$ cat config.mk
export PLATFORM = sky130hd
export DESIGN_NAME = uvr_supervisor
export DESIGN_NICKNAME = d
export VERILOG_FILES = /design/src/pkg/uvr_pkg.sv /design/src/pkg/uvr_dly_if.sv /design/src/core/uvr_delay_timer.sv /design/src/core/uvr_supervisor.sv
export SDC_FILE = /design/constraint.sdc
export NUM_CORES = 1
export LEC_CHECK = 0
export BUFFER_PORTS_ARGS = -buffer_cell sky130_fd_sc_hd__buf_2
export CORE_MARGIN = 10
export CORE_UTILIZATION = 62
export CTS_BUF_LIST = sky130_fd_sc_hd__clkbuf_2
export CTS_CLUSTER_SIZE = 8
export DETAILED_ROUTE_END_ITERATION = 16
export PLACE_DENSITY = 0.85
export SYNTH_ARGS = -nofsm -noshare
export SYNTH_HDL_FRONTEND = slang
export SYNTH_SLANG_ARGS = --single-unit
$ cat constraint.sdc
create_clock -name ref_clk_i -period 5.5 [get_ports ref_clk_i]
set_clock_uncertainty 0.2 [all_clocks]
set_input_delay 1.1 -clock ref_clk_i [delete_from_list [all_inputs] [get_ports ref_clk_i]]
set_output_delay 1.1 -clock ref_clk_i [all_outputs]
set_load 0.005 [all_outputs]
$ cat src/pkg/uvr_pkg.sv
// shared constants and types of the output undervoltage supervisor
package uvr_pkg;
    // command codes of the three registers
    localparam logic [7:0]  OFS_WARN_LIMIT  = 8'h43;
    localparam logic [7:0]  OFS_FAULT_LIMIT = 8'h44;
    localparam logic [7:0]  OFS_ACTION      = 8'h45;
    // field positions inside the action register
    localparam int          ACT_RESP_LSB    = 6;
    localparam int          ACT_RETRY_LSB   = 3;
    localparam int          ACT_DELAY_LSB   = 0;
    // reset values
    localparam logic [15:0] RST_WARN_LIMIT  = 16'h0000;
    localparam logic [15:0] RST_FAULT_LIMIT = 16'h0000;
    localparam logic [7:0]  RST_ACTION      = 8'h00;
    // response codes
    localparam logic [1:0]  RESP_IGNORE     = 2'h0;
    localparam logic [1:0]  RESP_DELAY      = 2'h1;
    localparam logic [1:0]  RESP_SHUTDOWN   = 2'h2;
    localparam logic [1:0]  RESP_HOLD       = 2'h3;
    // retry codes
    localparam logic [2:0]  RETRY_NONE      = 3'h0;
    localparam logic [2:0]  RETRY_FOREVER   = 3'h7;
    // supervisor states, one-hot
    typedef enum logic [6:0] {
        ST_OFF   = 7'h01,
        ST_RUN   = 7'h02,
        ST_DELAY = 7'h04,
        ST_SHUT  = 7'h08,
        ST_TRY   = 7'h10,
        ST_LATCH = 7'h20,
        ST_HOLD  = 7'h40
    } uvr_state_e;
endpackage : uvr_pkg

$ cat src/pkg/uvr_dly_if.sv
// carrier between the supervisor and its delay timer
`timescale 1ns/1ps
`default_nettype none
interface uvr_dly_if;
    logic        start;   // load and run the timer
    logic        abort;   // stop the timer
    logic [2:0]  code;    // power-of-two unit count
    logic [15:0] unit;    // clock cycles in one delay unit
    logic        done;    // one-cycle pulse at expiry
    modport ctrl (output start, abort, code, unit, input done);
    modport timer (input start, abort, code, unit, output done);
endinterface : uvr_dly_if
`default_nettype wire

$ cat src/core/uvr_delay_timer.sv
// binary-weighted delay timer counted in delay units
`timescale 1ns/1ps
`default_nettype none
module uvr_delay_timer (
    // clock and reset
    input  wire logic   ref_clk_i,
    input  wire logic   rst_i,
    // control
    uvr_dly_if.timer    dly
);
    logic        run_q;
    logic [15:0] unit_cnt_q;
    logic [7:0]  units_q;
    logic        done_q;
    logic [15:0] unit_len;
    logic        unit_end;

    // a zero unit length runs as one cycle
    assign unit_len = (dly.unit == 16'h0000) ? 16'h0001 : dly.unit;
    assign unit_end = (unit_cnt_q == 16'h0001);
    assign dly.done = done_q;

    // unit and unit-count counters
    always_ff @(posedge ref_clk_i or posedge rst_i) begin
        if (rst_i) begin
            run_q      <= 1'b0;
            unit_cnt_q <= 16'h0000;
            units_q    <= 8'h00;
            done_q     <= 1'b0;
        end else if (dly.start) begin
            run_q      <= 1'b1;
            unit_cnt_q <= unit_len;
            units_q    <= 8'(8'h01 << dly.code);
            done_q     <= 1'b0;
        end else if (dly.abort || !run_q) begin
            run_q      <= 1'b0;
            done_q     <= 1'b0;
        end else if (unit_end) begin
            unit_cnt_q <= unit_len;
            units_q    <= units_q - 8'h01;
            run_q      <= (units_q != 8'h01);
            done_q     <= (units_q == 8'h01);
        end else begin
            unit_cnt_q <= unit_cnt_q - 16'h0001;
            done_q     <= 1'b0;
        end
    end
endmodule : uvr_delay_timer
`default_nettype wire

$ cat src/core/uvr_supervisor.sv
// output undervoltage supervisor: thresholds, fault response and retries
`timescale 1ns/1ps
`default_nettype none
module uvr_supervisor #(
    // width of the two thresholds and of the measurement
    parameter int LIMIT_W = 16
) (
    // clock and reset
    input  wire logic        ref_clk_i,
    input  wire logic        rst_i,
    // register port, same clock domain
    input  wire logic [7:0]  reg_cmd_i,
    input  wire logic        reg_wr_i,
    input  wire logic [15:0] reg_wdata_i,
    output logic      [15:0] reg_rdata_o,
    // measurement and delay unit, same clock domain
    input  wire logic [LIMIT_W-1:0] vout_i,
    input  wire logic [15:0] delay_unit_cycles_i,
    // clearing and on/off commands
    input  wire logic        fault_bit_clr_i,
    input  wire logic        clear_faults_i,
    input  wire logic        operation_on_i,
    input  wire logic        ctrl_pin_i,
    input  wire logic        other_fault_off_i,
    // status and power stage
    output logic             output_en_o,
    output logic             uv_warning_o,
    output logic             uv_fault_o
);
    // carrier to the delay timer
    uvr_dly_if dly ();

    // readback is 16 bits wide, so wider thresholds cannot be served
    if (LIMIT_W < 1 || LIMIT_W > 16) begin : g_bad_limit_w
        $error("threshold width must lie between 1 and 16");
    end

    logic [LIMIT_W-1:0]    warn_lim_q;
    logic [LIMIT_W-1:0]    fault_lim_q;
    logic [7:0]            action_q;
    logic                  pin_meta_q;
    logic                  pin_q;
    logic                  warn_q;
    logic                  flag_q;
    logic [2:0]            tries_q;
    logic [15:0]           rdata_q;
    uvr_pkg::uvr_state_e   state_q;
    uvr_pkg::uvr_state_e   state_d;

    // fields of the action register
    wire [1:0] resp      = action_q[uvr_pkg::ACT_RESP_LSB +: 2];
    wire [2:0] retries   = action_q[uvr_pkg::ACT_RETRY_LSB +: 3];
    wire [2:0] dly_code  = action_q[uvr_pkg::ACT_DELAY_LSB +: 3];

    // register select, shared by the write and the read path
    wire       sel_warn  = (reg_cmd_i == uvr_pkg::OFS_WARN_LIMIT);
    wire       sel_fault = (reg_cmd_i == uvr_pkg::OFS_FAULT_LIMIT);
    wire       sel_act   = (reg_cmd_i == uvr_pkg::OFS_ACTION);

    // on command and threshold comparisons
    wire       cmd_on    = operation_on_i & pin_q;
    wire       uv_fault  = (vout_i < fault_lim_q);
    wire       uv_warn   = (vout_i < warn_lim_q);

    // retry bookkeeping and response events
    wire       clear_req = fault_bit_clr_i | clear_faults_i;
    wire       forever_r = (retries == uvr_pkg::RETRY_FOREVER);
    wire       tries_left = forever_r || (tries_q < retries);
    wire       in_run    = (state_q == uvr_pkg::ST_RUN);
    wire       resp_enter = in_run && uv_fault;
    wire       go_retry  = (resp_enter && resp == uvr_pkg::RESP_SHUTDOWN)
                         || (state_q == uvr_pkg::ST_DELAY && dly.done && uv_fault);
    wire       try_fail  = (state_q == uvr_pkg::ST_TRY) && dly.done && uv_fault;

    // control pin comes from outside: two-stage synchroniser
    always_ff @(posedge ref_clk_i or posedge rst_i) begin
        if (rst_i) begin
            pin_meta_q <= 1'b0;
            pin_q      <= 1'b0;
        end else begin
            pin_meta_q <= ctrl_pin_i;
            pin_q      <= pin_meta_q;
        end
    end

    // threshold and action registers
    always_ff @(posedge ref_clk_i or posedge rst_i) begin
        if (rst_i) begin
            warn_lim_q  <= LIMIT_W'(uvr_pkg::RST_WARN_LIMIT);
            fault_lim_q <= LIMIT_W'(uvr_pkg::RST_FAULT_LIMIT);
            action_q    <= uvr_pkg::RST_ACTION;
        end else if (reg_wr_i) begin
            if (sel_warn)
                warn_lim_q <= reg_wdata_i[LIMIT_W-1:0];
            if (sel_fault)
                fault_lim_q <= reg_wdata_i[LIMIT_W-1:0];
            if (sel_act)
                action_q <= reg_wdata_i[7:0];
        end
    end

    // read data, unmapped codes read zero
    wire [15:0] rd_mux =
        sel_warn  ? 16'(warn_lim_q) :
        sel_fault ? 16'(fault_lim_q) :
        sel_act   ? {8'h00, action_q} : 16'h0000;

    // registered read data
    always_ff @(posedge ref_clk_i or posedge rst_i) begin
        if (rst_i) rdata_q <= 16'h0000;
        else       rdata_q <= rd_mux;
    end

    // status flags: the set wins over a clear in the same cycle
    always_ff @(posedge ref_clk_i or posedge rst_i) begin
        if (rst_i) begin
            warn_q <= 1'b0;
            flag_q <= 1'b0;
        end else begin
            warn_q <= uv_warn;
            if (resp_enter)
                flag_q <= 1'b1;
            else if (clear_req || !cmd_on)
                flag_q <= 1'b0;
        end
    end

    // restart attempt counter
    always_ff @(posedge ref_clk_i or posedge rst_i) begin
        if (rst_i)          tries_q <= 3'h0;
        else if (go_retry)  tries_q <= 3'h0;
        else if (state_q == uvr_pkg::ST_SHUT && dly.done && !forever_r)
            tries_q <= tries_q + 3'h1;
    end

    // response state machine
    always_comb begin
        state_d = state_q;
        case (state_q)
            uvr_pkg::ST_OFF:
                if (cmd_on) state_d = uvr_pkg::ST_RUN;
            uvr_pkg::ST_RUN:
                if (uv_fault) begin
                    case (resp)
                        uvr_pkg::RESP_IGNORE:   state_d = uvr_pkg::ST_RUN;
                        uvr_pkg::RESP_DELAY:    state_d = uvr_pkg::ST_DELAY;
                        uvr_pkg::RESP_SHUTDOWN: state_d = uvr_pkg::ST_SHUT;
                        default:                state_d = uvr_pkg::ST_HOLD;
                    endcase
                end
            uvr_pkg::ST_DELAY:
                if (dly.done) state_d = uv_fault ? uvr_pkg::ST_SHUT : uvr_pkg::ST_RUN;
            uvr_pkg::ST_SHUT:
                if (dly.done) state_d = uvr_pkg::ST_TRY;
            uvr_pkg::ST_TRY:
                if (dly.done) state_d = uv_fault ? uvr_pkg::ST_SHUT : uvr_pkg::ST_RUN;
            uvr_pkg::ST_LATCH:
                if (clear_req) state_d = uvr_pkg::ST_RUN;
            uvr_pkg::ST_HOLD:
                if (!uv_fault) state_d = uvr_pkg::ST_RUN;
            default:
                state_d = uvr_pkg::ST_OFF;
        endcase
        // no retries allowed, or all used up: stay off until cleared
        if ((go_retry && retries == uvr_pkg::RETRY_NONE) || (try_fail && !tries_left))
            state_d = uvr_pkg::ST_LATCH;
        if (other_fault_off_i && state_q != uvr_pkg::ST_OFF)
            state_d = uvr_pkg::ST_LATCH;
        if (!cmd_on)
            state_d = uvr_pkg::ST_OFF;
    end

    // state register
    always_ff @(posedge ref_clk_i or posedge rst_i) begin
        if (rst_i) state_q <= uvr_pkg::ST_OFF;
        else       state_q <= state_d;
    end

    // states in which the delay timer runs
    function automatic logic timed_state(input uvr_pkg::uvr_state_e st);
        return (st == uvr_pkg::ST_DELAY) || (st == uvr_pkg::ST_SHUT)
            || (st == uvr_pkg::ST_TRY);
    endfunction : timed_state

    // one timer for run-on time and retry spacing
    assign dly.code  = dly_code;
    assign dly.unit  = delay_unit_cycles_i;
    assign dly.start = timed_state(state_d) && (state_d != state_q);
    assign dly.abort = !timed_state(state_d);

    uvr_delay_timer u_timer (
        .ref_clk_i (ref_clk_i),
        .rst_i     (rst_i),
        .dly       (dly)
    );

    // outputs
    assign output_en_o  = (state_q == uvr_pkg::ST_RUN) || (state_q == uvr_pkg::ST_DELAY)
                        || (state_q == uvr_pkg::ST_TRY);
    assign uv_warning_o = warn_q;
    assign uv_fault_o   = flag_q;
    assign reg_rdata_o  = rdata_q;
endmodule : uvr_supervisor
`default_nettype wire

==> results of run 1 <==
## metal layers
| layer | GRT usage, % | vias to the layer above | share of wire (%) |
|---|---|---|---|
| met5 | 0 | - | 0 |
| met4 | 5.254 | 0 | 1.5 |
| met3 | 4.058 | 26 | 4.7 |
| met2 | 35.94 | 150 | 50 |
| met1 | 26.04 | 2367 | 43 |
| li1 | - | 2251 | - |
## critical path, cell delays in order
cell and delay (ps):
buf_2 110, ha_1 290, nand2_1 50, o21ai_0 220, a21oi_1 150, nor3_1 410
nor3_1 200, nor3_1 300, or4b_2 690, nor2_2 470, buf_4 330, a2bb2oi_1 200
## state kept, by name, summed over array words and instances, names as in the netlist
name / count
uv_warning_o: 1
u_timer.dly.done: 1
pin_q: 1
fault_lim_q: 16
pin_meta_q: 1
state_q: 7
u_timer.run_q: 1
uv_fault_o: 1
u_timer.units_q: 8
warn_lim_q: 16
action_q: 8
tries_q: 3
reg_rdata_o: 16
u_timer.unit_cnt_q: 16
## kinds of logic (layout without fill, tap and decap cells)
| family | after synthesis | in the layout |
|---|---|---|
| DFF | 96 | 96 |
| xor gates and xnor gates | 11 | 11 |
| adders and majority gates | 37 | 37 |
| buffers and inverters | 75 | 157 |
| AOI/OAI and AO/OA | 130 | 130 |
| muxes | 51 | 51 |
| and+or+nand+nor | 169 | 169 |
## stage by stage
stage	util (%)	setup slack (ps)	total power, mW	instance area (um^2)
2_1_floorplan	-	1550	1.070	5771
3_3_place_gp	68.50	954.2	1.148	6270
3_5_place_dp	68.50	708.1	1.170	6270
4_1_cts	69.67	1312	1.497	6376
5_1_grt	69.67	1029	1.580	6376
6_report	69.67	1279	1.491	6376
## area by class of cell
type	instances	area, um^2
clock inverter	7	61.31
clock buffer	9	45.04
inverter	52	196.4
sequential	96	2404
timing repair buffer	89	462.9
tap	111	138.9
multi-input combinational	398	3068
fill	693	2776
## power by group
| part | internal [mW] | total, mW | leakage (nW) | switching, mW |
|---|---|---|---|---|
| Combinational | 0.145 | 0.301 | 1.64 | 0.157 |
| Clock | 0.0703 | 0.329 | 0.0667 | 0.259 |
| Sequential | 0.777 | 0.860 | 1.27 | 0.0828 |
## synthesized netlist by cell type, types with 3 or more instances
| master | number | area [um^2] |
|---|---|---|
| dfrtp_1 | 95 | 2377 |
| inv_1 | 52 | 195.2 |
| mux2_2 | 43 | 484.2 |
| ha_1 | 37 | 462.9 |
| nand2_1 | 31 | 116.4 |
| nor2_1 | 30 | 112.6 |
| o21ai_0 | 25 | 125.1 |
| nor3_1 | 17 | 85.08 |
| a21oi_1 | 16 | 80.08 |
| clkbuf_1 | 12 | 45.04 |
| nor4_1 | 12 | 75.07 |
| a31oi_1 | 11 | 68.82 |
| o2bb2ai_1 | 11 | 96.34 |
| nand2b_1 | 10 | 62.56 |
| a222oi_1 | 8 | 80.08 |
| a22o_1 | 8 | 70.07 |
| a22oi_1 | 8 | 60.06 |
| mux2i_1 | 8 | 80.08 |
| nand3_1 | 8 | 40.04 |
| a21o_1 | 7 | 52.55 |
| a2bb2oi_1 | 6 | 52.55 |
| nor2b_1 | 6 | 37.54 |
| nor3b_1 | 6 | 45.04 |
| xnor2_1 | 6 | 52.55 |
| nand3b_1 | 5 | 37.54 |
| xor2_1 | 5 | 43.79 |
| and2_1 | 4 | 25.02 |
| and3_1 | 4 | 25.02 |
| buf_2 | 4 | 20.02 |
| nand4_1 | 4 | 25.02 |
| or2_2 | 4 | 25.02 |
| a32oi_1 | 3 | 26.28 |
| buf_1 | 3 | 11.26 |
| nand4b_1 | 3 | 26.28 |
| nor4_2 | 3 | 37.54 |
| or2_1 | 3 | 18.77 |
## path summary, 6_finish.rpt
kind | endpoint | cells past startpoint | from
max | u_timer.unit_cnt_q[13] | 12 | vout_i[2]
min | pin_q | 0 | pin_meta_q
max reg2reg | u_timer.unit_cnt_q[13] | 12 | fault_lim_q[2]
min reg2reg | pin_q | 0 | pin_meta_q
max in group asynchronous | reg_rdata_o[12] | 3 | rst_i
min in group asynchronous | fault_lim_q[3] | 2 | rst_i
==> run_results.csv, run 1 <==
group,metric,value,unit
outcome,status,"completed",
worst_hold_path,hp-class,"flip-flop to flip-flop",
clock_tree,clockBufferDepth,2,
logic_synthesis,synth_top_family_by_area,"compound AO/OA/AOI/OAI gates",
sta,worst_pin_slew,805.4,ps
sta,fin_crit,4221,ps
sta,fmax,236.9,MHz
placed_design,port_buffers,82,
logic_synthesis,synth_xor_area_share,1.670,%
logic_synthesis,yosysSeqAreaShare,41.65,%
critical_path,worst-path-max-fanout,16,
clock_tree,numCtsBuffers,9,
logic_synthesis,async_flop_share,100.0,%
floorplan,core_area,9153,um^2
floorplan,dieArea,13570,um^2
pwr,ir_worst_vdd,0.1572,mV
layout,drive_above_1_share,26.73,%
clock_tree,cts_setup_buffers,0,
clock_tree,clock_sinks,96,
clock_tree,cts_resized,0,
run,drv_cap,0,
clock_tree,cts_hold_buf,0,
critical_path,critPathLaunchType,"input port",
logic_synthesis,synth-edff-count,0,
sta,hold_viol,0,
sta,fin_tns_setup,0,ps
clock_tree,cts.clk_slew.worst_paths,270,ps
sta,hold_ws,193.6,ps
placed_design,dp.cells,746,
pwr,p_leak,2.978,nW
clock_tree,insertion_delay,560,ps
drt,routed_via_density,6.291,
drt,dr.pass1.iters,5,
placed_design,dp_hpwl,10560,um
floorplan,rows,35,
logic_synthesis,synth_area_per_cell,10.14,um^2
grt,grt_max_degree,59,
drt,ant_nets,0,
drt,drc,0,
layout,final_cell_mix,"dfrtp_1, buf_2, inv_1",
layout,final_common_cell,"dfrtp_1",
critical_path,crit_arrival,4520,ps
sta,rsz0062_at_grt,"false",
grt,grt.overflow.total,0,
floorplan,ioPinCount,83,
grt,grt_pass1_vias,4814,
layout,n_antenna_cell,0,
critical_path,path_class,"input port to flip-flop",
clock_tree,cts_root_buffer,"clkbuf_2",
grt,antenna_found_initial,0,
layout,fin_nets,747,
sta,setup_violations,0,
logic_synthesis,synth_mux_area_share,9.779,%
logic_synthesis,yosysWarnings,0,
floorplan,initial_utilization,63.05,%
logic_synthesis,synth_cell_type_count,72,
grt,grt_usage,20.79,%
logic_synthesis,synth_compound_area_share,16.87,%
drt,post_drt_wl_per_cell,18.20,um
logic_synthesis,synthesis.area,5771,um^2
logic_synthesis,synthAdderAreaFrac,8.023,%
grt,grt_pass1_wl,22800,um
clock_tree,htree_levels,3,
clock_tree,cts_tree,"yes",
placed_design,gp_congestion,0.9140,
pwr,p_per_area,233.8,nW/um^2
layout,syn2layout_area_growth,10.49,%
sta,maxSlewViolCount,0,
drt,drt_wl_total,13870,um
floorplan,die_x,116.5,um
sta,slew_headroom,46.30,%
sta,finalCritPeriodShare,76.75,%
layout,fin_cells,762,
critical_path,cp.required,5800,ps
logic_synthesis,synth-simple-area-share,16.65,%
floorplan,dieHeight,116.5,um
drt,drt_iter0_drc,355,
logic_synthesis,dominantRegCellSynth,"dfrtp_1",
logic_synthesis,syn_nets,670,
logic_synthesis,synth_seq_cells,96,
logic_synthesis,synth_cells,569,
critical_path,r2r_slack,1410,ps
critical_path,crit_path_end_kind,"flip-flop",
drt,vias,4794,
(Power assumes the default switching activity.)
==> run 2: changes to the inputs <==
Settings changed: CORE_UTILIZATION 62 to 60, PLACE_DENSITY 0.85 to 0.83.
Clock period 5.5 ns to 4.2 ns, I/O delays scaled along.
==> run_results.csv, run 2 (synthesized netlist as in run 1, its figures left out) <==
group,metric,value,unit
outcome,status,"completed",
placed_design,gp_congestion,0.9195,
clock_tree,cts_root_buffer,"clkbuf_2",
clock_tree,insertion_delay,560,ps
sta,maxSlewViolCount,0,
grt,grt.overflow.total,0,
critical_path,path_cells,"inv_1 > ha_1 > a21o_1 > a31oi_1 > a311oi_1 > o21ai_0 > nor3_1 > nor3_1 > or4b_2 > nor2_2 > buf_4 > a2bb2oi_1",
drt,drc,0,
sta,slew_headroom,46.99,%
clock_tree,cts_resized,0,
drt,vias,4824,
placed_design,dp_hpwl,10760,um
pwr,p_per_area,304.1,nW/um^2
critical_path,critical_path.top_delay_family,"simple AND/OR/NAND/NOR gates",
floorplan,die_x,118.1,um
floorplan,initial_utilization,62.16,%
sta,fmax,266.8,MHz
sta,finalCritPeriodShare,89.25,%
critical_path,cpPeakStageDelay,690,ps
drt,met3_length,884,um
run,drv_cap,0,
grt,grt_pass1_vias,4937,
clock_tree,numCtsBuffers,9,
worst_hold_path,hp-class,"input port to async pin",
sta,rsz0062_at_grt,"false",
pwr,p_sw,0.6584,mW
drt,dr.pass1.iters,5,
grt,grt_pass1_wl,23850,um
layout,nFillCells,759,
sta,worst_pin_slew,793.2,ps
clock_tree,htree_levels,3,
clock_tree,cts_tree,"yes",
placed_design,port_buffers,82,
drt,drt_wl_total,14160,um
critical_path,worst-path-buf-inv,2,
drt,routed_via_density,6.130,
drt,routed-wl-met2,6895,um
critical_path,crit_arrival,4040,ps
critical_path,crit_top_cell,"nor3_1",
pwr,pwr-share-seq,57.6,%
sta,setup_violations,0,
critical_path,crit_path_end_kind,"flip-flop",
layout,fin_nets,754,
sta,fin_tns_setup,0,ps
clock_tree,cts.clk_slew.worst_paths,300,ps
layout,final_common_cell,"dfrtp_1",
critical_path,critPathLaunchType,"flip-flop",
floorplan,dieArea,13940,um^2
sta,hold_ws,136.7,ps
pwr,p_sw_share,33.57,%
critical_path,cp_slowest_cell,"or4b_2",
layout,n_antenna_cell,0,
pwr,pwr-share-comb,20.3,%
layout,drive_above_1_share,27.36,%
drt,wl_met1,6224,um
drt,post_drt_wl_per_cell,18.00,um
layout,syn2layout_area_growth,11.77,%
pwr,p_clk_share,22.1,%
placed_design,dp.cells,771,
drt,drt_iter0_drc,434,
floorplan,dieHeight,118.1,um
pwr,ir_worst_vdd,0.1702,mV
layout,final_cell_mix,"dfrtp_1, buf_2, inv_1",
drt,highest_layer,"met4",
clock_tree,clock_sinks,96,
grt,grt_usage,20.08,%
grt,antenna_found_initial,0,
critical_path,r2r_slack,450,ps
pwr,p_int,1.303,mW
critical_path,rr_endpoint,"u_timer.unit_cnt_q[12]",
critical_path,timing.rr.start,"action_q[5]",
clock_tree,clockBufferDepth,2,
clock_tree,cts_setup_buffers,0,
critical_path,cp.required,4490,ps
pwr,p_leak,3.012,nW
floorplan,core_area,9284,um^2
floorplan,rows,35,
clock_tree,cts_hold_buf,0,
critical_path,reg2regPathDepth,12,
critical_path,path_class,"flip-flop to flip-flop",
sta,hold_viol,0,
floorplan,ioPinCount,83,
sta,fin_crit,3749,ps
critical_path,worst-path-max-fanout,15,
drt,ant_nets,0,
layout,fin_cells,787,
grt,grt_max_degree,45,
==> run 2: cell count changes in the layout (fill, tap and decap cells not counted) <==
cell and delta:
buf_4 +7, clkinv_1 +1, clkinv_2 -1, clkinv_4 -1, inv_6 +1
==> run 2: through the flow <==
| stage | util [%] | instance area (um^2) | worst slack, ps | power, mW |
|---|---|---|---|---|
| 6_report | 69.47 | 6450 | 451.5 | 1.961 |
| 3_5_place_dp | 68.34 | 6345 | 13.42 | 1.538 |
| 4_1_cts | 69.47 | 6450 | 490.7 | 1.967 |
| 2_1_floorplan | - | 5771 | 509.6 | 1.401 |
| 3_3_place_gp | 68.34 | 6345 | 153.3 | 1.512 |
| 5_1_grt | 69.47 | 6450 | 194.4 | 2.079 |
==> run 2: power groups by stage <==
stage	Clock, mW	Combinational, mW	Sequential, mW
finish	0.434	0.398	1.13
floorplan	0	0.302	1.10
global placement	0	0.376	1.14
detailed placement	0	0.396	1.14
global route	0.486	0.446	1.15
CTS	0.443	0.398	1.13
==> run 2: layout make-up <==
type | instances | area (um^2) | share of cell area (%)
Sequential cell | 96 | 2404 | 37.26
Tap cell | 129 | 161.4 | 2.502
Multi-Input combinational cell | 398 | 3068 | 47.57
Inverter | 52 | 196.4 | 3.046
Clock inverter | 7 | 60.06 | 0.9311
Timing Repair Buffer | 96 | 515.5 | 7.992
Clock buffer | 9 | 45.04 | 0.6984
==> run 2: worst max path at each step <==
stage / from / endpoint / depth (start not counted)
after floorplan: vout_i[7] / u_timer.unit_cnt_q[15] / 11
after global placement: vout_i[2] / u_timer.unit_cnt_q[12] / 13
after detailed placement: vout_i[2] / u_timer.unit_cnt_q[12] / 14
after CTS: action_q[5] / u_timer.unit_cnt_q[12] / 12
after global routing: action_q[5] / u_timer.unit_cnt_q[12] / 12
final: action_q[5] / u_timer.unit_cnt_q[12] / 12
==> run 2: layer usage <==
layer  track usage [%]  up-vias
met5                 0        -
met4             5.023        0
met3             4.412       19
met2             33.24      174
met1             25.89     2364
li1                  -     2267
==> run 2: worst reg2reg max path: cells and delay by family (launching register included) <==
family | cells | cell delay (ps)
AOI/OAI and AO/OA | 5 | 910
buffers and inverters | 2 | 340
and+or+nand+nor | 4 | 1420
adders and majority gates | 1 | 320
DFF | 1 | 510
